--- config.mk ---
export PLATFORM = sky130hd
export DESIGN_NAME = gtimu_unit
export DESIGN_NICKNAME = d
export VERILOG_FILES = /design/src/gtimu_pkg.sv /design/src/gtimu_unit.sv /design/src/gtimu_irq_bank.sv /design/src/gtimu_gp_timer.sv
export SDC_FILE = /design/constraint.sdc
export NUM_CORES = 1
export LEC_CHECK = 0
export BUFFER_PORTS_ARGS = -buffer_cell sky130_fd_sc_hd__buf_2
export CORE_MARGIN = 4
export CORE_UTILIZATION = 52
export DETAILED_ROUTE_END_ITERATION = 6
export GPL_TIMING_DRIVEN = 0
export PLACE_DENSITY = 0.76
export SETUP_SLACK_MARGIN = 0.2
export SLEW_MARGIN = 25
export SYNTH_ARGS = -nofsm -noshare
export SYNTH_HDL_FRONTEND = slang
export SYNTH_SLANG_ARGS = --single-unit
--- constraint.sdc ---
create_clock -name sys_clk_in -period 1.6 [get_ports sys_clk_in]
set_clock_uncertainty 0.05 [all_clocks]
set_input_delay 0.32 -clock sys_clk_in [delete_from_list [all_inputs] [get_ports sys_clk_in]]
set_output_delay 0.32 -clock sys_clk_in [all_outputs]
set_load 0.02 [all_outputs]
--- src/gtimu_pkg.sv ---
// Package: constants, types and register map of the timer and mask unit
// Function
// - Trigger code 000: timer starts only on the start-timer direct command.
// - Code 001 starts timer at end of reception; code 010 at start.
// - Code 011 starts at NFC end of transmit; expiry switches field off.
// - Timeout counts in steps of eight carrier periods, about 590 ns.
// - Timeout spans one step up to about 38.7 ms.
// - Timeout upper byte lives at 12h, lower byte at 13h, both RW.
// - Main mask at 14h: bits 7..2 mask osc, level, rxs, rxe, txe, col.
// - Timer mask bit 7 masks command done, bit 6 no-response expiry.
// - Timer mask bit 5 masks general purpose timer expiry.
// - Timer mask bits 4 and 3 mask external field on and off.
// - Timer mask bits 2..0 mask collision, guard time, bit rate found.
// - Error mask at 16h bits 7..4 mask CRC, parity, soft, hard framing.
// - Error mask bits 3..0 mask wake timer, amplitude, phase, capacitance.
// - All masks clear to zero at power-up and on Set Default.
// - Read-only main interrupt status sits at 17h.
// - Reading 17h clears bits 7..2; bits 1..0 clear via detail reads.
// - Main bit 1 summarises timer events, bit 0 error events.
package gtimu_pkg;

  // ---------------------------------------------------------------------
  // Register port and map
  // ---------------------------------------------------------------------
  localparam int         ADDR_W           = 6;
  localparam int         DATA_W           = 8;
  localparam logic [5:0] ADDR_GPT_CTRL    = 6'h11;
  localparam logic [5:0] ADDR_GPT_HIGH    = 6'h12;
  localparam logic [5:0] ADDR_GPT_LOW     = 6'h13;
  localparam logic [5:0] ADDR_MAIN_MASK   = 6'h14;
  localparam logic [5:0] ADDR_TIMER_MASK  = 6'h15;
  localparam logic [5:0] ADDR_ERROR_MASK  = 6'h16;
  localparam logic [5:0] ADDR_MAIN_STATUS = 6'h17;
  localparam logic [5:0] ADDR_TIMER_STAT  = 6'h18;
  localparam logic [5:0] ADDR_ERROR_STAT  = 6'h19;

  // ---------------------------------------------------------------------
  // Field positions and reset values
  // ---------------------------------------------------------------------
  localparam int         TRIG_LSB         = 5;
  localparam int         MAIN_SRC_LSB     = 2;
  localparam int         TIMER_GPE_BIT    = 5;
  localparam logic [7:0] MASK_RESET       = 8'h00;
  localparam logic [7:0] TIMEOUT_RESET    = 8'h00;
  localparam logic [2:0] TRIG_RESET       = 3'h0;
  localparam logic [7:0] RDATA_RESET      = 8'h00;

  // ---------------------------------------------------------------------
  // Timing
  // ---------------------------------------------------------------------
  localparam int         CLK_PERIOD_NS    = 50;
  localparam int         STEP_NS          = 590;
  localparam int         STEP_CYCLES      =
    (STEP_NS + CLK_PERIOD_NS - 1) / CLK_PERIOD_NS;
  localparam logic [3:0] STEP_LAST        = 4'(STEP_CYCLES - 1);

  typedef enum logic [2:0] {
    TRIG_NONE       = 3'b000,
    TRIG_RX_END     = 3'b001,
    TRIG_RX_START   = 3'b010,
    TRIG_NFC_TX_END = 3'b011
  } gtimu_trig_t;

  typedef enum logic {
    GPT_IDLE = 1'b0,
    GPT_RUN  = 1'b1
  } gtimu_gpt_state_t;

endpackage : gtimu_pkg

--- src/gtimu_unit.sv ---
// Top: timer trigger, timeout and mask registers, interrupt status
`timescale 1ns/100ps
module gtimu_unit (
  input  wire logic                         sys_clk_in,
  input  wire logic                         reset_in,
  input  wire logic [gtimu_pkg::ADDR_W-1:0] reg_addr_in,
  input  wire logic [gtimu_pkg::DATA_W-1:0] reg_wdata_in,
  input  wire logic                         reg_write_in,
  input  wire logic                         reg_read_in,
  output logic      [gtimu_pkg::DATA_W-1:0] reg_rdata_out,
  input  wire logic                         cmd_set_default_in,
  input  wire logic                         cmd_start_gpt_in,
  input  wire logic                         rx_start_in,
  input  wire logic                         rx_end_in,
  input  wire logic                         tx_end_in,
  input  wire logic                         nfc_mode_in,
  input  wire logic [7:2]                   main_event_in,
  input  wire logic [7:0]                   timer_event_in,
  input  wire logic [7:0]                   error_event_in,
  output logic                              irq_out,
  output logic                              field_off_out,
  output logic                              gpt_running_out
);
  import gtimu_pkg::*;

  // ---------------------------------------------------------------------
  // Declarations
  // ---------------------------------------------------------------------
  logic [2:0]  trig_sel;
  logic [7:0]  gp_timeout_high;
  logic [7:0]  gp_timeout_low;
  logic [7:0]  main_irq_mask;
  logic [7:0]  timer_field_irq_mask;
  logic [7:0]  error_wakeup_irq_mask;
  logic [15:0] gpt_timeout;
  logic        gpt_start;
  logic        nfc_trigger;
  logic        gpt_expire;
  logic        field_arm;
  logic        read_main;
  logic        read_timer;
  logic        read_error;
  logic [7:2]  main_flags;
  logic [7:0]  timer_flags;
  logic [7:0]  error_flags;
  logic [7:0]  timer_events;
  logic [7:0]  main_irq_status;
  logic        main_active;
  logic        timer_active;
  logic        error_active;
  logic        any_active;
  logic        sd;

  assign sd          = cmd_set_default_in;
  assign gpt_timeout = {gp_timeout_high, gp_timeout_low};

  // ---------------------------------------------------------------------
  // Trigger control and timeout registers
  // ---------------------------------------------------------------------
  always_ff @(posedge sys_clk_in) begin
    if (reset_in || sd) begin
      trig_sel <= TRIG_RESET;
    end else if (reg_write_in && reg_addr_in == ADDR_GPT_CTRL) begin
      trig_sel <= reg_wdata_in[TRIG_LSB +: 3];
    end
  end

  always_ff @(posedge sys_clk_in) begin
    if (reset_in || sd) begin
      gp_timeout_high <= TIMEOUT_RESET;
      gp_timeout_low  <= TIMEOUT_RESET;
    end else if (reg_write_in) begin
      case (reg_addr_in)
        ADDR_GPT_HIGH: begin
          gp_timeout_high <= reg_wdata_in;
        end
        ADDR_GPT_LOW: begin
          gp_timeout_low <= reg_wdata_in;
        end
        default: begin
          gp_timeout_high <= gp_timeout_high;
        end
      endcase
    end
  end

  // ---------------------------------------------------------------------
  // Mask registers
  // ---------------------------------------------------------------------
  always_ff @(posedge sys_clk_in) begin
    if (reset_in || sd) begin
      main_irq_mask         <= MASK_RESET;
      timer_field_irq_mask  <= MASK_RESET;
      error_wakeup_irq_mask <= MASK_RESET;
    end else if (reg_write_in) begin
      case (reg_addr_in)
        ADDR_MAIN_MASK: begin
          main_irq_mask <= {reg_wdata_in[7:2], 2'h0};
        end
        ADDR_TIMER_MASK: begin
          timer_field_irq_mask <= reg_wdata_in;
        end
        ADDR_ERROR_MASK: begin
          error_wakeup_irq_mask <= reg_wdata_in;
        end
        default: begin
          main_irq_mask <= main_irq_mask;
        end
      endcase
    end
  end

  // ---------------------------------------------------------------------
  // Trigger source selection
  // ---------------------------------------------------------------------
  assign nfc_trigger = (trig_sel == TRIG_NFC_TX_END) && tx_end_in
                       && nfc_mode_in;

  always_comb begin
    gpt_start = cmd_start_gpt_in;
    case (trig_sel)
      TRIG_NONE: begin
        gpt_start = cmd_start_gpt_in;
      end
      TRIG_RX_END: begin
        gpt_start = cmd_start_gpt_in || rx_end_in;
      end
      TRIG_RX_START: begin
        gpt_start = cmd_start_gpt_in || rx_start_in;
      end
      TRIG_NFC_TX_END: begin
        gpt_start = cmd_start_gpt_in || nfc_trigger;
      end
      default: begin
        gpt_start = cmd_start_gpt_in;
      end
    endcase
  end

  gtimu_gp_timer u_gp_timer (
    .sys_clk_in  (sys_clk_in),
    .reset_in    (reset_in),
    .abort_in    (sd),
    .start_in    (gpt_start),
    .timeout_in  (gpt_timeout),
    .expire_out  (gpt_expire),
    .running_out (gpt_running_out)
  );

  // ---------------------------------------------------------------------
  // Field switch-off after an NFC transmit-triggered run
  // ---------------------------------------------------------------------
  always_ff @(posedge sys_clk_in) begin
    if (reset_in || sd) begin
      field_arm <= 1'b0;
    end else if (gpt_start) begin
      field_arm <= nfc_trigger;
    end else if (gpt_expire) begin
      field_arm <= 1'b0;
    end
  end

  always_ff @(posedge sys_clk_in) begin
    if (reset_in || sd) begin
      field_off_out <= 1'b0;
    end else begin
      field_off_out <= gpt_expire && field_arm;
    end
  end

  // ---------------------------------------------------------------------
  // Interrupt flag banks
  // ---------------------------------------------------------------------
  assign read_main  = reg_read_in && (reg_addr_in == ADDR_MAIN_STATUS);
  assign read_timer = reg_read_in && (reg_addr_in == ADDR_TIMER_STAT);
  assign read_error = reg_read_in && (reg_addr_in == ADDR_ERROR_STAT);

  always_comb begin
    timer_events                = timer_event_in;
    timer_events[TIMER_GPE_BIT] = timer_event_in[TIMER_GPE_BIT]
                                  || gpt_expire;
  end

  gtimu_irq_bank #(.WIDTH(6)) u_main_bank (
    .sys_clk_in    (sys_clk_in),
    .reset_in      (reset_in),
    .clear_all_in  (sd),
    .read_clear_in (read_main),
    .event_in      (main_event_in),
    .mask_in       (main_irq_mask[7:MAIN_SRC_LSB]),
    .flags_out     (main_flags),
    .active_out    (main_active)
  );

  gtimu_irq_bank #(.WIDTH(8)) u_timer_bank (
    .sys_clk_in    (sys_clk_in),
    .reset_in      (reset_in),
    .clear_all_in  (sd),
    .read_clear_in (read_timer),
    .event_in      (timer_events),
    .mask_in       (timer_field_irq_mask),
    .flags_out     (timer_flags),
    .active_out    (timer_active)
  );

  gtimu_irq_bank #(.WIDTH(8)) u_error_bank (
    .sys_clk_in    (sys_clk_in),
    .reset_in      (reset_in),
    .clear_all_in  (sd),
    .read_clear_in (read_error),
    .event_in      (error_event_in),
    .mask_in       (error_wakeup_irq_mask),
    .flags_out     (error_flags),
    .active_out    (error_active)
  );

  assign main_irq_status = {main_flags, |timer_flags, |error_flags};
  assign any_active      = main_active || timer_active || error_active;

  always_ff @(posedge sys_clk_in) begin
    if (reset_in) begin
      irq_out <= 1'b0;
    end else begin
      irq_out <= any_active;
    end
  end

  // ---------------------------------------------------------------------
  // Read data
  // ---------------------------------------------------------------------
  always_ff @(posedge sys_clk_in) begin
    if (reset_in) begin
      reg_rdata_out <= RDATA_RESET;
    end else if (reg_read_in) begin
      case (reg_addr_in)
        ADDR_GPT_CTRL: begin
          reg_rdata_out <= {trig_sel, 5'h00};
        end
        ADDR_GPT_HIGH: begin
          reg_rdata_out <= gp_timeout_high;
        end
        ADDR_GPT_LOW: begin
          reg_rdata_out <= gp_timeout_low;
        end
        ADDR_MAIN_MASK: begin
          reg_rdata_out <= main_irq_mask;
        end
        ADDR_TIMER_MASK: begin
          reg_rdata_out <= timer_field_irq_mask;
        end
        ADDR_ERROR_MASK: begin
          reg_rdata_out <= error_wakeup_irq_mask;
        end
        ADDR_MAIN_STATUS: begin
          reg_rdata_out <= main_irq_status;
        end
        ADDR_TIMER_STAT: begin
          reg_rdata_out <= timer_flags;
        end
        ADDR_ERROR_STAT: begin
          reg_rdata_out <= error_flags;
        end
        default: begin
          reg_rdata_out <= RDATA_RESET;
        end
      endcase
    end
  end

  // Cycles since a one-step start, F when idle
  logic [3:0] one_step_age;
  always_ff @(posedge sys_clk_in) begin
    if (reset_in || sd) begin
      one_step_age <= 4'hF;
    end else if (gpt_start) begin
      one_step_age <= (gpt_timeout == 16'h0001) ? 4'h0 : 4'hF;
    end else if (one_step_age != 4'hF) begin
      one_step_age <= one_step_age + 4'h1;
    end
  end
endmodule : gtimu_unit

--- src/gtimu_irq_bank.sv ---
// Sticky interrupt flags of one source group with mask gating
`timescale 1ns/100ps
module gtimu_irq_bank #(
  parameter int WIDTH = 8
) (
  input  wire logic             sys_clk_in,
  input  wire logic             reset_in,
  input  wire logic             clear_all_in,
  input  wire logic             read_clear_in,
  input  wire logic [WIDTH-1:0] event_in,
  input  wire logic [WIDTH-1:0] mask_in,
  output logic      [WIDTH-1:0] flags_out,
  output logic                  active_out
);
  import gtimu_pkg::*;

  // ---------------------------------------------------------------------
  // Flags: a new event wins over a read clear
  // ---------------------------------------------------------------------
  always_ff @(posedge sys_clk_in) begin
    if (reset_in || clear_all_in) begin
      flags_out <= '0;
    end else if (read_clear_in) begin
      flags_out <= event_in;
    end else begin
      flags_out <= flags_out | event_in;
    end
  end

  assign active_out = |(flags_out & ~mask_in);

endmodule : gtimu_irq_bank

--- src/gtimu_gp_timer.sv ---
// General purpose down counter in steps of eight carrier periods
`timescale 1ns/100ps
module gtimu_gp_timer (
  input  wire logic        sys_clk_in,
  input  wire logic        reset_in,
  input  wire logic        abort_in,
  input  wire logic        start_in,
  input  wire logic [15:0] timeout_in,
  output logic             expire_out,
  output logic             running_out
);
  import gtimu_pkg::*;

  gtimu_gpt_state_t state;
  logic [3:0]       step_cnt;
  logic [15:0]      remain;
  logic             step_tick;

  assign step_tick   = (state == GPT_RUN) && (step_cnt == STEP_LAST);
  assign running_out = state;

  // ---------------------------------------------------------------------
  // Step divider
  // ---------------------------------------------------------------------
  always_ff @(posedge sys_clk_in) begin
    if (reset_in || abort_in || start_in || step_tick) begin
      step_cnt <= 4'h0;
    end else if (state == GPT_RUN) begin
      step_cnt <= step_cnt + 4'h1;
    end
  end

  // ---------------------------------------------------------------------
  // Step counter and state
  // ---------------------------------------------------------------------
  always_ff @(posedge sys_clk_in) begin
    if (reset_in || abort_in) begin
      state  <= GPT_IDLE;
      remain <= 16'h0000;
    end else if (start_in) begin
      remain <= timeout_in;
      state  <= (timeout_in != 16'h0000) ? GPT_RUN : GPT_IDLE;
    end else if (step_tick) begin
      remain <= remain - 16'h0001;
      case (state)
        GPT_RUN: begin
          if (remain == 16'h0001) begin
            state <= GPT_IDLE;
          end
        end
        default: begin
          state <= GPT_IDLE;
        end
      endcase
    end
  end

  always_ff @(posedge sys_clk_in) begin
    if (reset_in || abort_in || start_in) begin
      expire_out <= 1'b0;
    end else begin
      expire_out <= step_tick && (remain == 16'h0001);
    end
  end

endmodule : gtimu_gp_timer

* Word level (Yosys, flattened, before mapping)
Cells that the tools add are included.
** Word-level totals
- Output and inout port bits :: 11
- Register bits after elaboration :: 96
- Bits of input ports :: 46
** Cells by class
- Eq/ne operators :: 14
- Reductions and logical operators :: 31
- Multiplexer cells :: 14
- Add/subtract/negate cells :: 2
- Bitwise operators :: 9
** Operator list (number)
- 8-bit case mux with 9 select lines :: 1
- 6-bit by 5-bit == test with 1-bit output, second input constant :: 9
- 16-bit 2-to-1 mux :: 2
- 8-bit OR reduction :: 4
- 8-bit AND :: 2
- 16-bit by 1-bit == test with 1-bit output, second input constant :: 1
- 8-bit 2-to-1 mux :: 2
- 8-bit NOT :: 2
- 8-bit OR :: 2
- 16-bit nonzero test :: 1
- 16-bit by 1-bit subtractor with 16-bit output, second input constant :: 1
- 2-bit AND reduction :: 5
- 1-bit logical AND :: 9
- 1-bit logical OR :: 9
- 1-bit 2-to-1 mux :: 7
- 6-bit AND :: 1
- 3-bit by 2-bit == test with 1-bit output, second input constant :: 2
- 6-bit 2-to-1 mux :: 1
- 6-bit NOT :: 1
- 6-bit OR :: 1
- 6-bit OR reduction :: 1
- 4-bit by 1-bit adder with 4-bit output, second input constant :: 1
- 4-bit == test, second input constant :: 1
- 2-bit nonzero test :: 2
- 2 further kinds :: 2

* Logic depth before layout (Yosys ltp)
Gate-level depths: netlist (run 1).
- Word-level depth :: 7
- Gate-level depth with buffers :: 7
- Depth with buffers taken out :: 7

* By module
Synthesis (run 1) repeated with hierarchy kept, for this count alone.
** Second synthesis, totals
- Cells, all modules :: 540
- Area, all modules :: 4724.5 µm²
** Modules (own cells, without submodules)
- gtimu_unit :: sequential area each 1041.0 µm², area each 2621.3 µm², times used 1, cells each 279
- gtimu_gp_timer :: sequential area each 440.4 µm², area each 1256.2 µm², times used 1, cells each 150
- gtimu_irq_bank at u_error_bank ... :: sequential area each 160.2 µm², area each 306.5 µm², times used 2, cells each 40
- gtimu_irq_bank at u_main_bank :: sequential area each 120.1 µm², area each 234.0 µm², times used 1, cells each 31

* Worst setup path before layout (run 1)
Ideal clock, no wire load.
- Path type :: register to register
- Start point :: reg u_gp_timer.state (netlist: u_gp_timer.running_out)
- End point :: reg u_gp_timer.remain[8]
- Path buffers :: 2
- Clock period less this slack :: 1.743 ns
- Setup slack :: -0.143 ns
- Required time :: 1.418 ns
- Setup time :: 0.132 ns
- Arrival time :: 1.561 ns
- Cell stages (with the launch flop) :: 8
- Cells stage by stage :: dfxtp_1 -> clkbuf_2 -> and4b_1 -> buf_2 -> nand3_1 -> nor3_1 -> xnor2_1 -> a21oi_1
** On the way
- Longest elaborated chain between the ends :: 2
** RTL lines
- start: declaration :: line gtimu_gp_timer.sv:14 : gtimu_gpt_state_t state;
- start signal: assignment :: line gtimu_gp_timer.sv:42 : state <= (timeout_in != 16'h0000) ? GPT_RUN : GPT_IDLE;
- 1-bit logical AND :: line gtimu_gp_timer.sv:19 : assign step_tick = (state == GPT_RUN) && (step_cnt == STEP_LAST);
- 2-bit nonzero test (no source line)
- end signal: assignment :: line gtimu_gp_timer.sv:41 : remain <= timeout_in;
- end signal: assignment :: line gtimu_gp_timer.sv:44 : remain <= remain - 16'h0001;
- end: declaration :: line gtimu_gp_timer.sv:16 : logic [15:0] remain;
No other way between the ends.
A chain may end at the register's enable or synchronous reset.

* Worst setup path after layout (run 1)
- Start point :: reg u_gp_timer.step_cnt[1]
- End point :: reg u_gp_timer.remain[8]
** On the way
- Longest elaborated chain between the ends :: 3
** RTL lines
- start: declaration :: line gtimu_gp_timer.sv:15 : logic [3:0] step_cnt;
- start signal: assignment :: line gtimu_gp_timer.sv:29 : step_cnt <= step_cnt + 4'h1;
- 4-bit == test :: line gtimu_gp_timer.sv:19
- 1-bit logical AND :: line gtimu_gp_timer.sv:19
- 2-bit nonzero test (no source line)
No other way between the ends.

==> results of run 1 <==
## report_power, final
| group | internal (mW) | switching (mW) |
|---|---|---|
| combinational | 0.217 | 0.280 |
| sequential | 2.42 | 0.0596 |
| clock | 0.659 | 0.875 |
| total | 3.30 | 1.21 |
## critical path, cell delays in order, from the launching register on
cell and delay [ns]:
dfxtp_2 0.37, ha_4 0.13, and4b_2 0.24, buf_6 0.13, buf_8 0.12, nand3_4 0.11
nor3_4 0.15, xnor2_1 0.14, a21oi_1 0.09
## per-stage QoR
stage          cells  TNS (ns)
6_report         714   -0.1377
3_3_place_gp     676    -15.56
4_1_cts          707   -0.2199
5_1_grt          714    -1.350
3_5_place_dp     676    -17.88
2_1_floorplan    517         0
## what timing repair did
action	CTS	global route
gates resized for setup	45	55
setup buffers	14	6
endpoints found under the setup margin	64	87
pin swaps	17	19
gates cloned	1	2
## layer usage
layer / vias to the layer above / wire length [um] / global-route usage
li1: 2012 / - / -
met1: 2113 / 5836 / 0.3771
met2: 246 / 6359 / 0.4286
met3: 47 / 1366 / 0.05073
met4: 0 / 471 / 0.1057
met5: - / 0 / 0
## final cells by class
| cell class | instances | area share |
|---|---|---|
| multi-input combinational | 361 | 0.4599 |
| buffer | 28 | 0.03958 |
| timing repair buffer | 77 | 0.08948 |
| inverter | 31 | 0.02000 |
| clock buffer | 11 | 0.02603 |
| tap | 105 | 0.02259 |
| sequential | 96 | 0.3358 |
| clock inverter | 5 | 0.006668 |
## sequential cells by signal, indices dropped and copies added, names as in the netlist, 8 cells and up
| name | count |
|---|---|
| error_wakeup_irq_mask | 8 |
| gp_timeout_high | 8 |
| gp_timeout_low | 8 |
| reg_rdata_out | 8 |
| timer_field_irq_mask | 8 |
| u_error_bank.flags_out | 8 |
| u_gp_timer.remain | 16 |
| u_timer_bank.flags_out | 8 |
## cell families after synthesis
kind of cell	count (synthesis)	share of synthesized area
AOI/OAI and AO/OA	117	0.1660
xor gates and xnor gates	17	0.03353
adders and majority gates	3	0.008454
buffers and inverters	60	0.05550
DFF	96	0.4328
muxes	42	0.1090
and+or+nand+nor	182	0.1947
## layout by cell type (no fill, tap or decap), types with 4 or more instances in the layout
| master | Yosys | layout |
|---|---|---|
| mux4_2 | 5 | 5 |
| buf_6 | 1 | 7 |
| clkbuf_8 | 0 | 13 |
| buf_4 | 1 | 19 |
| nand3_2 | 0 | 6 |
| a21oi_2 | 0 | 7 |
| a21oi_1 | 54 | 47 |
| dfxtp_1 | 96 | 81 |
| clkbuf_2 | 1 | 6 |
| xor2_1 | 7 | 7 |
| buf_2 | 7 | 51 |
| xnor2_1 | 10 | 7 |
| nor2_1 | 77 | 72 |
| nand2_1 | 36 | 28 |
| buf_8 | 0 | 7 |
| o21ai_0 | 12 | 9 |
| mux2i_1 | 36 | 34 |
| nand4_1 | 9 | 9 |
| nor4_1 | 10 | 4 |
| o32ai_1 | 5 | 5 |
| dfxtp_4 | 0 | 5 |
| dfxtp_2 | 0 | 10 |
| a22o_1 | 5 | 5 |
| o22ai_1 | 10 | 10 |
| a211oi_1 | 12 | 4 |
| nand3_1 | 17 | 9 |
| nand2_2 | 0 | 6 |
| clkbuf_1 | 18 | 9 |
| inv_1 | 31 | 31 |
| a211oi_2 | 0 | 8 |
## cell usage after synthesis, types with 3 or more instances
| cell | instances | area share |
|---|---|---|
| nand2b_1 | 3 | 0.0042 |
| nand4_1 | 9 | 0.013 |
| a21oi_1 | 54 | 0.061 |
| and3_1 | 4 | 0.0056 |
| a22o_1 | 5 | 0.0099 |
| o21ai_0 | 12 | 0.014 |
| o22ai_1 | 10 | 0.014 |
| xnor2_1 | 10 | 0.020 |
| mux2i_1 | 36 | 0.081 |
| ha_1 | 3 | 0.0085 |
| inv_1 | 31 | 0.026 |
| a221oi_1 | 4 | 0.0079 |
| nor3b_1 | 3 | 0.0051 |
| mux4_2 | 5 | 0.025 |
| nand3b_1 | 3 | 0.0051 |
| nand2_1 | 36 | 0.030 |
| nor2b_1 | 4 | 0.0056 |
| or2_2 | 4 | 0.0056 |
| dfxtp_1 | 96 | 0.43 |
| buf_2 | 7 | 0.0079 |
| xor2_1 | 7 | 0.014 |
| nor4_1 | 10 | 0.014 |
| o32ai_1 | 5 | 0.0099 |
| nand3_1 | 17 | 0.019 |
| nor3_1 | 6 | 0.0068 |
| clkbuf_1 | 18 | 0.015 |
| nor2_1 | 77 | 0.065 |
| a211oi_1 | 12 | 0.020 |
## worst paths after layout
| check | startpoint | to | slack, ns |
|---|---|---|---|
| max | u_gp_timer.step_cnt[1] | u_gp_timer.remain[8] | -0.04 |
| min | error_event_in[1] | u_error_bank.flags_out[1] | 0.10 |
| max reg2reg | u_gp_timer.step_cnt[1] | u_gp_timer.remain[8] | -0.04 |
| min reg2reg | reg_rdata_out[3] | reg_rdata_out[3] | 0.43 |
==> results.md, run 1 <==
- Status: complete, but fails checks
- Failing checks: negative setup slack
- Hpwl dp: slightly below 10 mm
- Total grt overflow: 0
- Pin count of the biggest net entering global routing: 17
- Lkg Pwr: 2.251 nW
- I/O Pins: 57
- Pins over their slew limit: 0
- Max Freq: just over 0.6 GHz
- Die Y: between 100 and 150 um
- Cell Area, Placed: 0.005057 sq mm
- Die area: 0.01008 sq mm
- Reg2Reg Depth: 8
- Detailed Route WL: around 14 mm
- Max IR drop VDD: approximately 0.00046 V
- Drt first pass iters: 5
- Synth Flop Type: dfxtp_1
- Sequential cell area: approximately 0.0020 sq mm
- Die width: around 100 um
- Hold slack: around 0.1 ns
- Seq/Total Area, Yosys: 0.4328
- Gr usage total: 0.2745
- H-Tree Depth: 3
- Fin worst setup slack: -0.04427 ns
- HP Class: primary input to flop
- Crit. End Element: flop
- Post-layout util: 0.7044
- Post-Place Setup Slack: -0.3922 ns
- Core area: 0.008258 sq mm
- Initial antenna violation count: 0
- Syn Inst Count: just over 500
- Worst setup SP type: flop
- Post-route cell area: around 0.0058 sq mm
- Avg Cell Area, Syn: 8.589 sq um
- Initial core utilization: 0.5377
- Post-DRT Antenna Nets: 0
- TritonCTS Buffers: 9
- Clk_lat worst skew: approximately 0.37 ns
- Row count: 33
- Share of post-route cells with drive strength above 1: 0.3333
- Root Buffer Master: clkbuf_8
- Critical-path maximum fanout: 5
- Worst-path clk slew: about 0.10 ns
- Post-synth EDFFs: 0
- Final Setup Violations: 9
- Post-synth cell types: 49
- Vias in the first global route: between 4000 and 5000
- Port Buffers: 54
- Synthesis Warnings: 0
- Antenna diode count: 0
- Ys async rst share: 0
- First-pass GRT wire length: 21.47 mm
- Arr. time, crit path: around 1.9 ns
- Multi-input logic area: 0.002675 sq mm
- Total power: around 4.5 mW
- Iteration-0 DRC count of the detailed router: between 400 and 500
- CTS Sinks: between 90 and 100
- CTS tree: yes
- Final Critical Period: 1.644 ns
- Fill cell count: 624
- DR WL/cell: ~20 um
- GP Congestion: between 0.9 and 1
- Mapped cell area: between 0.004 and 0.005 sq mm
- Post-DR vias/cell: just over 6
- # nets final: 653
- Fin crit share: 1.028
- Fin. Hold Viols: 0
- Rel. slew slack: 0.5757
- Slew @ Worst Pin: 0.6365 ns
- P per Cell Area: 776.0 mW/mm^2
- Hold-fix buffers at CTS: 0
- Routed via count: between 4000 and 5000
- Data required time of the worst path: roughly 1.8 ns
- DRC viols: 0
- Yosys reg bits: 96
- Hold Path Stages: 3
- CTS max path bufs: 2
- Syn Nets: about 570
- # Max-Cap Violations: 0
- CP Class: flop to flop
- RSZ-0062 raised after global routing: yes
- Layout area overhead: 30.99%
No activity file was read; power rests on OpenSTA's default activity.
==> inputs of run 2 (changes only) <==
Settings changed: BUFFER_PORTS_ARGS -buffer_cell sky130_fd_sc_hd__buf_2 to -buffer_cell sky130_fd_sc_hd__buf_4.
==> run 2 against run 1 <==
- the flow still finishes with violations (negative setup slack)
- combinational power increased by 8.7%
- maximum frequency decreased by 3.2%
- clock power about the same
- non-clock buffer count increased by 8
==> results.md, run 2 (same netlist as run 1, synthesis figures left out) <==
- Pins over their slew limit: 0
- Die area: between 0.01 and 0.015 sq mm
- Initial antenna violation count: 0
- Gr usage total: 0.2785
- Lkg Pwr: between 2 and 2.5 nW
- Min-delay src: timer_event_in[2]
- Clock share of power: 0.338
- Port Buffers: 54
- I/O Pins: 57
- Status: complete, but fails checks
- Critical-path maximum fanout: 4
- Reg2Reg Depth: 7
- Largest Register: u_gp_timer.remain
- Commonest non-fill, non-tap cell in the layout: buf_4
- Crit-path max cell delay: around 0.37 ns
- Met3 GRT Util: 0.06949
- CTS tree: yes
- Commonest non-fill, non-tap cells in the layout: buf_4, dfxtp_1, nor2_1
- Data required time of the worst path: 1.82 ns
- H-Tree Depth: 3
- Layout area overhead: 34.21%
- Min-Delay Endpoint: u_timer_bank.flags_out[2]
- Hold-fix buffers at CTS: 0
- Slowest cell on the critical path: dfxtp_2
- DR WL/cell: 19.74 um
- FF-to-FF End: u_gp_timer.remain[11]
- Final Critical Period: between 1.5 and 2 ns
- Post-DR vias/cell: 6.191
- CTS max path bufs: 2
- Max Freq: a little under 0.6 GHz
- Met1 Use GR: 0.3737
- GR Layer Usage met2: 0.4312
- Worst R2R Start: u_gp_timer.step_cnt[0]
- Hold Path Stages: 3
- Worst-path clk slew: 0.10 ns
- Worst setup SP type: flop
- Busiest layer in global routing: met2
- Root Buffer Master: clkbuf_8
- Initial core utilization: 0.5377
- Die Y: between 100 and 150 um
- Final std cells w/o fill: about 720
- Core area: slightly above 0.008 sq mm
- Routed via count: 4464
- # nets final: 661
- Sw frac: 0.2631
- Vias in the first global route: 4241
- Hpwl dp: 9.692 mm
- P per Cell Area: roughly 770 mW/mm^2
- Failing checks: negative setup slack
- Arr. time, crit path: between 1.5 and 2 ns
- CP cell instances: ha_4, and4b_2, nand4_1, buf_6, nor3b_2, xnor2_1, a211oi_1
- Fin crit share: 1.062
- Fin worst setup slack: -0.09866 ns
- Power share of the sequential group: 0.543
- Rel. slew slack: 0.5885
- TritonCTS Buffers: 9
- Placed cell count: between 600 and 700
- Gate power share: 0.118
- Slew @ Worst Pin: around 0.62 ns
- Post-DRT Antenna Nets: 0
- CP Class: flop to flop
- Net switching power: approximately 1.2 mW
- Hold slack: between 0.09 and 0.1 ns
- Antenna diode count: 0
- First-pass GRT wire length: 21.84 mm
- Clk_lat worst skew: between 0.3 and 0.4 ns
- DRC viols: 0
- Max reg flops: 16
- Pin count of the biggest net entering global routing: 16
- Max IR drop VDD: between 0.0004 and 0.0005 V
- Die width: 100.4 um
- Drt first pass iters: 5
- Detailed Route WL: between 10 and 15 mm
- CTS Sinks: between 90 and 100
- Row count: 33
- Share of post-route cells with drive strength above 1: 0.3490
- Internal: roughly 3.4 mW
- Fin. Hold Viols: 0
- HP Class: primary input to flop
- Flop-to-flop setup slack: -0.1 ns
- Final Setup Violations: 9
- GP Congestion: around 0.9
- Crit. End Element: flop
- Iteration-0 DRC count of the detailed router: around 430
- # Max-Cap Violations: 0
- Total grt overflow: 0
- RSZ-0062 raised after global routing: yes
[run 2: changes by cell type in the layout (fill, tap and decap cells not counted), sizes merged]
cell and delta:
clkinvlp +2, inv -1, buf +11, clkinv -2, clkbuf -3
[run 2: worst max path at each step]
stage,startpoint,endpoint,cells past startpoint
5_1_grt,u_gp_timer.step_cnt[0],u_gp_timer.remain[8],8
3_3_place_gp,reg_addr_in[5],reg_rdata_out[5],7
4_1_cts,u_gp_timer.step_cnt[0],u_gp_timer.remain[11],7
6_report,u_gp_timer.step_cnt[0],u_gp_timer.remain[11],7
3_5_place_dp,reg_addr_in[2],reg_rdata_out[5],7
2_1_floorplan,reg_addr_in[5],reg_rdata_out[5],6
[run 2: per-layer routing]
metal	vias up	share of wire
li1	2027	-
met1	2137	0.41
met2	248	0.45
met3	52	0.099
met4	0	0.035
met5	-	0
[run 2: timing repair]
action                                  in CTS  in global routing
pin swaps                                   25                 20
endpoints found under the setup margin      60                 79
gates cloned                                 1                  0
hold endpoints to repair                     0                  0
setup buffers                               22                  7
gates resized for setup                     60                 47
[run 2: area by class of cell]
type / count / area, sq um
fill: 614 / 2298
multi-input combinational: 361 / 2683
timing repair buffer: 84 / 649.4
inverter: 31 / 116.4
buffer: 29 / 231.5
tap: 105 / 131.4
sequential: 96 / 1958
clock inverter: 4 / 27.53
clock buffer: 11 / 162.7
[run 2: worst max-delay path: cells and delay by family, from the launching register on]
| kind | cells | cell delay, ns |
|---|---|---|
| and+or+nand+nor | 3 | 0.55 |
| DFF | 1 | 0.37 |
| AOI/OAI and AO/OA | 1 | 0.24 |
| buffers and inverters | 1 | 0.18 |
| adders and majority gates | 1 | 0.14 |
| xor gates and xnor gates | 1 | 0.09 |
[run 2: metrics by stage]
stage          worst slack, ns  cell area, sq um  setup TNS (ns)  power (mW)  utilization
5_1_grt                -0.1610              5959          -1.495       4.728       0.7217
2_1_floorplan          0.04405              4656               0       2.774            -
6_report              -0.09866              5959         -0.4570       4.568       0.7217
3_3_place_gp           -0.3234              5192          -14.92       2.963       0.6288
4_1_cts               -0.05695              5767        -0.05695       4.516       0.6983
3_5_place_dp           -0.3571              5192          -17.65       2.972       0.6288
[run 2: power by group through the flow]
| stage | Sequential, mW | Clock [mW] | Combinational, mW |
|---|---|---|---|
| final | 2.48 | 1.55 | 0.540 |
| after detailed placement | 2.53 | 0 | 0.441 |
| after global routing | 2.49 | 1.66 | 0.578 |
| after floorplan | 2.52 | 0 | 0.258 |
| after global placement | 2.53 | 0 | 0.433 |
| after CTS | 2.47 | 1.55 | 0.496 |
==> inputs of run 3 (changes only) <==
Settings changed: ABC_AREA from default to 1, CORE_UTILIZATION 52 to 53.
==> run 3 against run 2 <==
- the run still ends with negative setup slack left
- count of clock-buffer cells in the layout fell by 2
- die area is 8.6% higher
- final area up 4.6%
- hold slack improved by 0.011 ns
- critical path depth up 4
- global-route usage increased by 1.5 points
- sequential share of layout area down 1.9 points
- combinational power is 5.7% lower
- critical path type unchanged
- highest routed layer unchanged
==> results.md, run 3 <==
- Iteration-0 DRC count of the detailed router: about 550
- Total power: roughly 4.5 mW
- Max reg flops: 16
- Post-synth EDFFs: 0
- Die width: 104.6 um
- Synthesis Warnings: 0
- CP cell instances: inv_2, nor2_2, nand4_1, nand2_2, nand2_4, buf_12, buf_8, nand4_1, nand3_1, nand2_1, inv_1
- P per Cell Area: 725.6 mW/mm^2
- Post-DRT Antenna Nets: 0
- Status: complete, but fails checks
- Fin crit share: 1.040
- Avg Cell Area, Syn: roughly 6.6 sq um
- Post-route cell area: 0.006232 sq mm
- DR WL/cell: 17.14 um
- Drt first pass iters: 5
- Antenna diode count: 0
- Clk_lat worst skew: roughly 0.36 ns
- CP Class: flop to flop
- Commonest non-fill, non-tap cells in the layout: nand2_1, nor2_1, dfxtp_1
- Initial antenna violation count: 0
- Arr. time, crit path: around 1.9 ns
- Fin. Hold Viols: 0
- CTS tree: yes
- Cell Area, Placed: 0.005500 sq mm
- Total grt overflow: 0
- Buf/Inv on CP: 4
- Detailed Route WL: between 15 and 20 mm
- Die Y: around 100 um
- Share of the synthesized area in the top cell type: 0.3883
- TNS Setup: -0.2914 ns
- Ys async rst share: 0
- TritonCTS Buffers: 9
- Final Setup Violations: 8
- Core area: between 0.009 and 0.01 sq mm
- DRC viols: 0
- Port Buffers: between 50 and 60
- Initial core utilization: 0.5408
- Count leader, synth: nand2_1
- Top delay family on crit path: simple AND/OR/NAND/NOR gates
- Fin worst setup slack: -0.06340 ns
- Max Freq: approximately 0.6 GHz
- Post-layout util: 0.6809
- Largest Register: u_gp_timer.remain
- H-Tree Depth: 3
- Hpwl dp: roughly 12 mm
- Post-Place Setup Slack: -0.2958 ns
- CTS Sinks: 96
- Post-DR vias/cell: ~5.7
- Worst setup SP type: flop
- Layout area overhead: 25.91%
- Worst-path clk slew: 0.11 ns
- Data required time of the worst path: 1.83 ns
- Syn Inst Count: between 700 and 800
- Synth Flop Type: dfxtp_1
- Row count: 35
- Pin count of the biggest net entering global routing: 19
- Critical Path Most Common Cell: nand4_1
- Vias in the first global route: about 5000
- HP Class: primary input to flop
- Synth top cells by count: nand2_1, nor2_1, dfxtp_1
- Hold-fix buffers at CTS: 0
- Commonest non-fill, non-tap cell in the layout: nand2_1
- RSZ-0062 raised after global routing: yes
- Rel. slew slack: 0.5713
- Syn Nets: approximately 800
- # Max-Cap Violations: 0
- I/O Pins: between 50 and 60
- Lkg Pwr: between 2 and 3 nW
- Post-synth top area cell: dfxtp_1
- Failing checks: negative setup slack
- Max IR drop VDD: just over 0.0004 V
- Root Buffer Master: clkbuf_8
- Seq/Total Area, Yosys: 0.3883
- Pins over their slew limit: 0
- Synth area leaders: dfxtp_1, nand2_1, nor2_1, a21oi_1, nand3_1
- Critical-path maximum fanout: 10
- Crit. End Element: flop
- Routed via count: approximately 5500
- Slew @ Worst Pin: approximately 0.64 ns
- Yosys reg bits: 96
- Die area: around 0.011 sq mm
- # nets final: about 900
- Slowest cell on the critical path: dfxtp_2
- GP Congestion: 0.9985
- Post-synth cell types: 30
- Share of post-route cells with drive strength above 1: 0.2117
- Gr usage total: 0.2940
- First-pass GRT wire length: approximately 26 mm
- CTS max path bufs: 2
- Crit-path max cell delay: about 0.36 ns
- Mapped cell area: ~0.005 sq mm
- Final Critical Period: 1.663 ns
## run 3: changes by cell type in the layout (fill, tap and decap cells not counted), moves of 28 or more
cell	before	now
inv_1	29	72
mux2i_1	35	0
nand2_1	31	164
nand3_1	11	62
nor2_1	71	120
o21ai_0	9	37
## run 3: where the power goes
| part | switching [mW] | leakage, nW | internal [mW] | total, mW |
|---|---|---|---|---|
| combinational | 0.313 | 1.85 | 0.196 | 0.509 |
| clock | 0.956 | 0.0980 | 0.603 | 1.56 |
| sequential | 0.0322 | 0.781 | 2.42 | 2.45 |
## run 3: repair_timing
action                                  4_1_cts  5_1_grt
gates resized for setup                      38       32
pin swaps                                    18       14
endpoints found under the setup margin       56       82
gates cloned                                  1        2
setup buffers                                17       11
## run 3: area by class of cell
| cell class | instances | area, sq um |
|---|---|---|
| buffer | 24 | 173.9 |
| clock buffer | 9 | 123.9 |
| clock inverter | 7 | 62.56 |
| fill | 828 | 2920 |
| inverter | 84 | 315.3 |
| multi-input combinational | 551 | 2740 |
| sequential | 96 | 1932 |
| tap | 111 | 138.9 |
| timing repair buffer | 84 | 745.7 |
## run 3: kinds of logic (layout without fill, tap and decap cells)
group           count (synthesis)  count (layout)  share of synthesized area
compound gates                125             125                     0.1309
xor+xnor                        5               5                   0.008847
flops                          96              96                     0.3883
fa+ha+maj                       3               3                   0.007584
simple gates                  417             418                     0.3708
buf+inv                       108             208                    0.09352
## run 3: per-stage QoR
stage,hold slack (ns),cells
floorplan,0.3651,754
global placement,0.3803,919
detailed placement,0.3807,919
CTS,0.09053,953
global route,0.09275,966
finish,0.1035,966
## run 3: worst paths after layout
check                         start                         to  slack, ns  depth (start not counted)
setup / recovery        trig_sel[1]       u_gp_timer.remain[0]      -0.06                         11
hold / removal    timer_event_in[0]  u_timer_bank.flags_out[0]       0.10                          3
setup reg to reg        trig_sel[1]       u_gp_timer.remain[0]      -0.06                         11
hold reg to reg           field_arm              field_off_out       0.39                          2
## run 3: routing by layer
layer	part of all wire	track usage	vias up
met5	0	0	-
met4	0.038	0.1134	0
met3	0.091	0.05435	63
met2	0.45	0.4608	279
met1	0.42	0.4022	2554
li1	-	-	2644
## run 3: tightest hold or removal path, stage by stage
cell     delay, ns
buf_4         0.08
a21oi_1       0.03
nor2_1        0.07
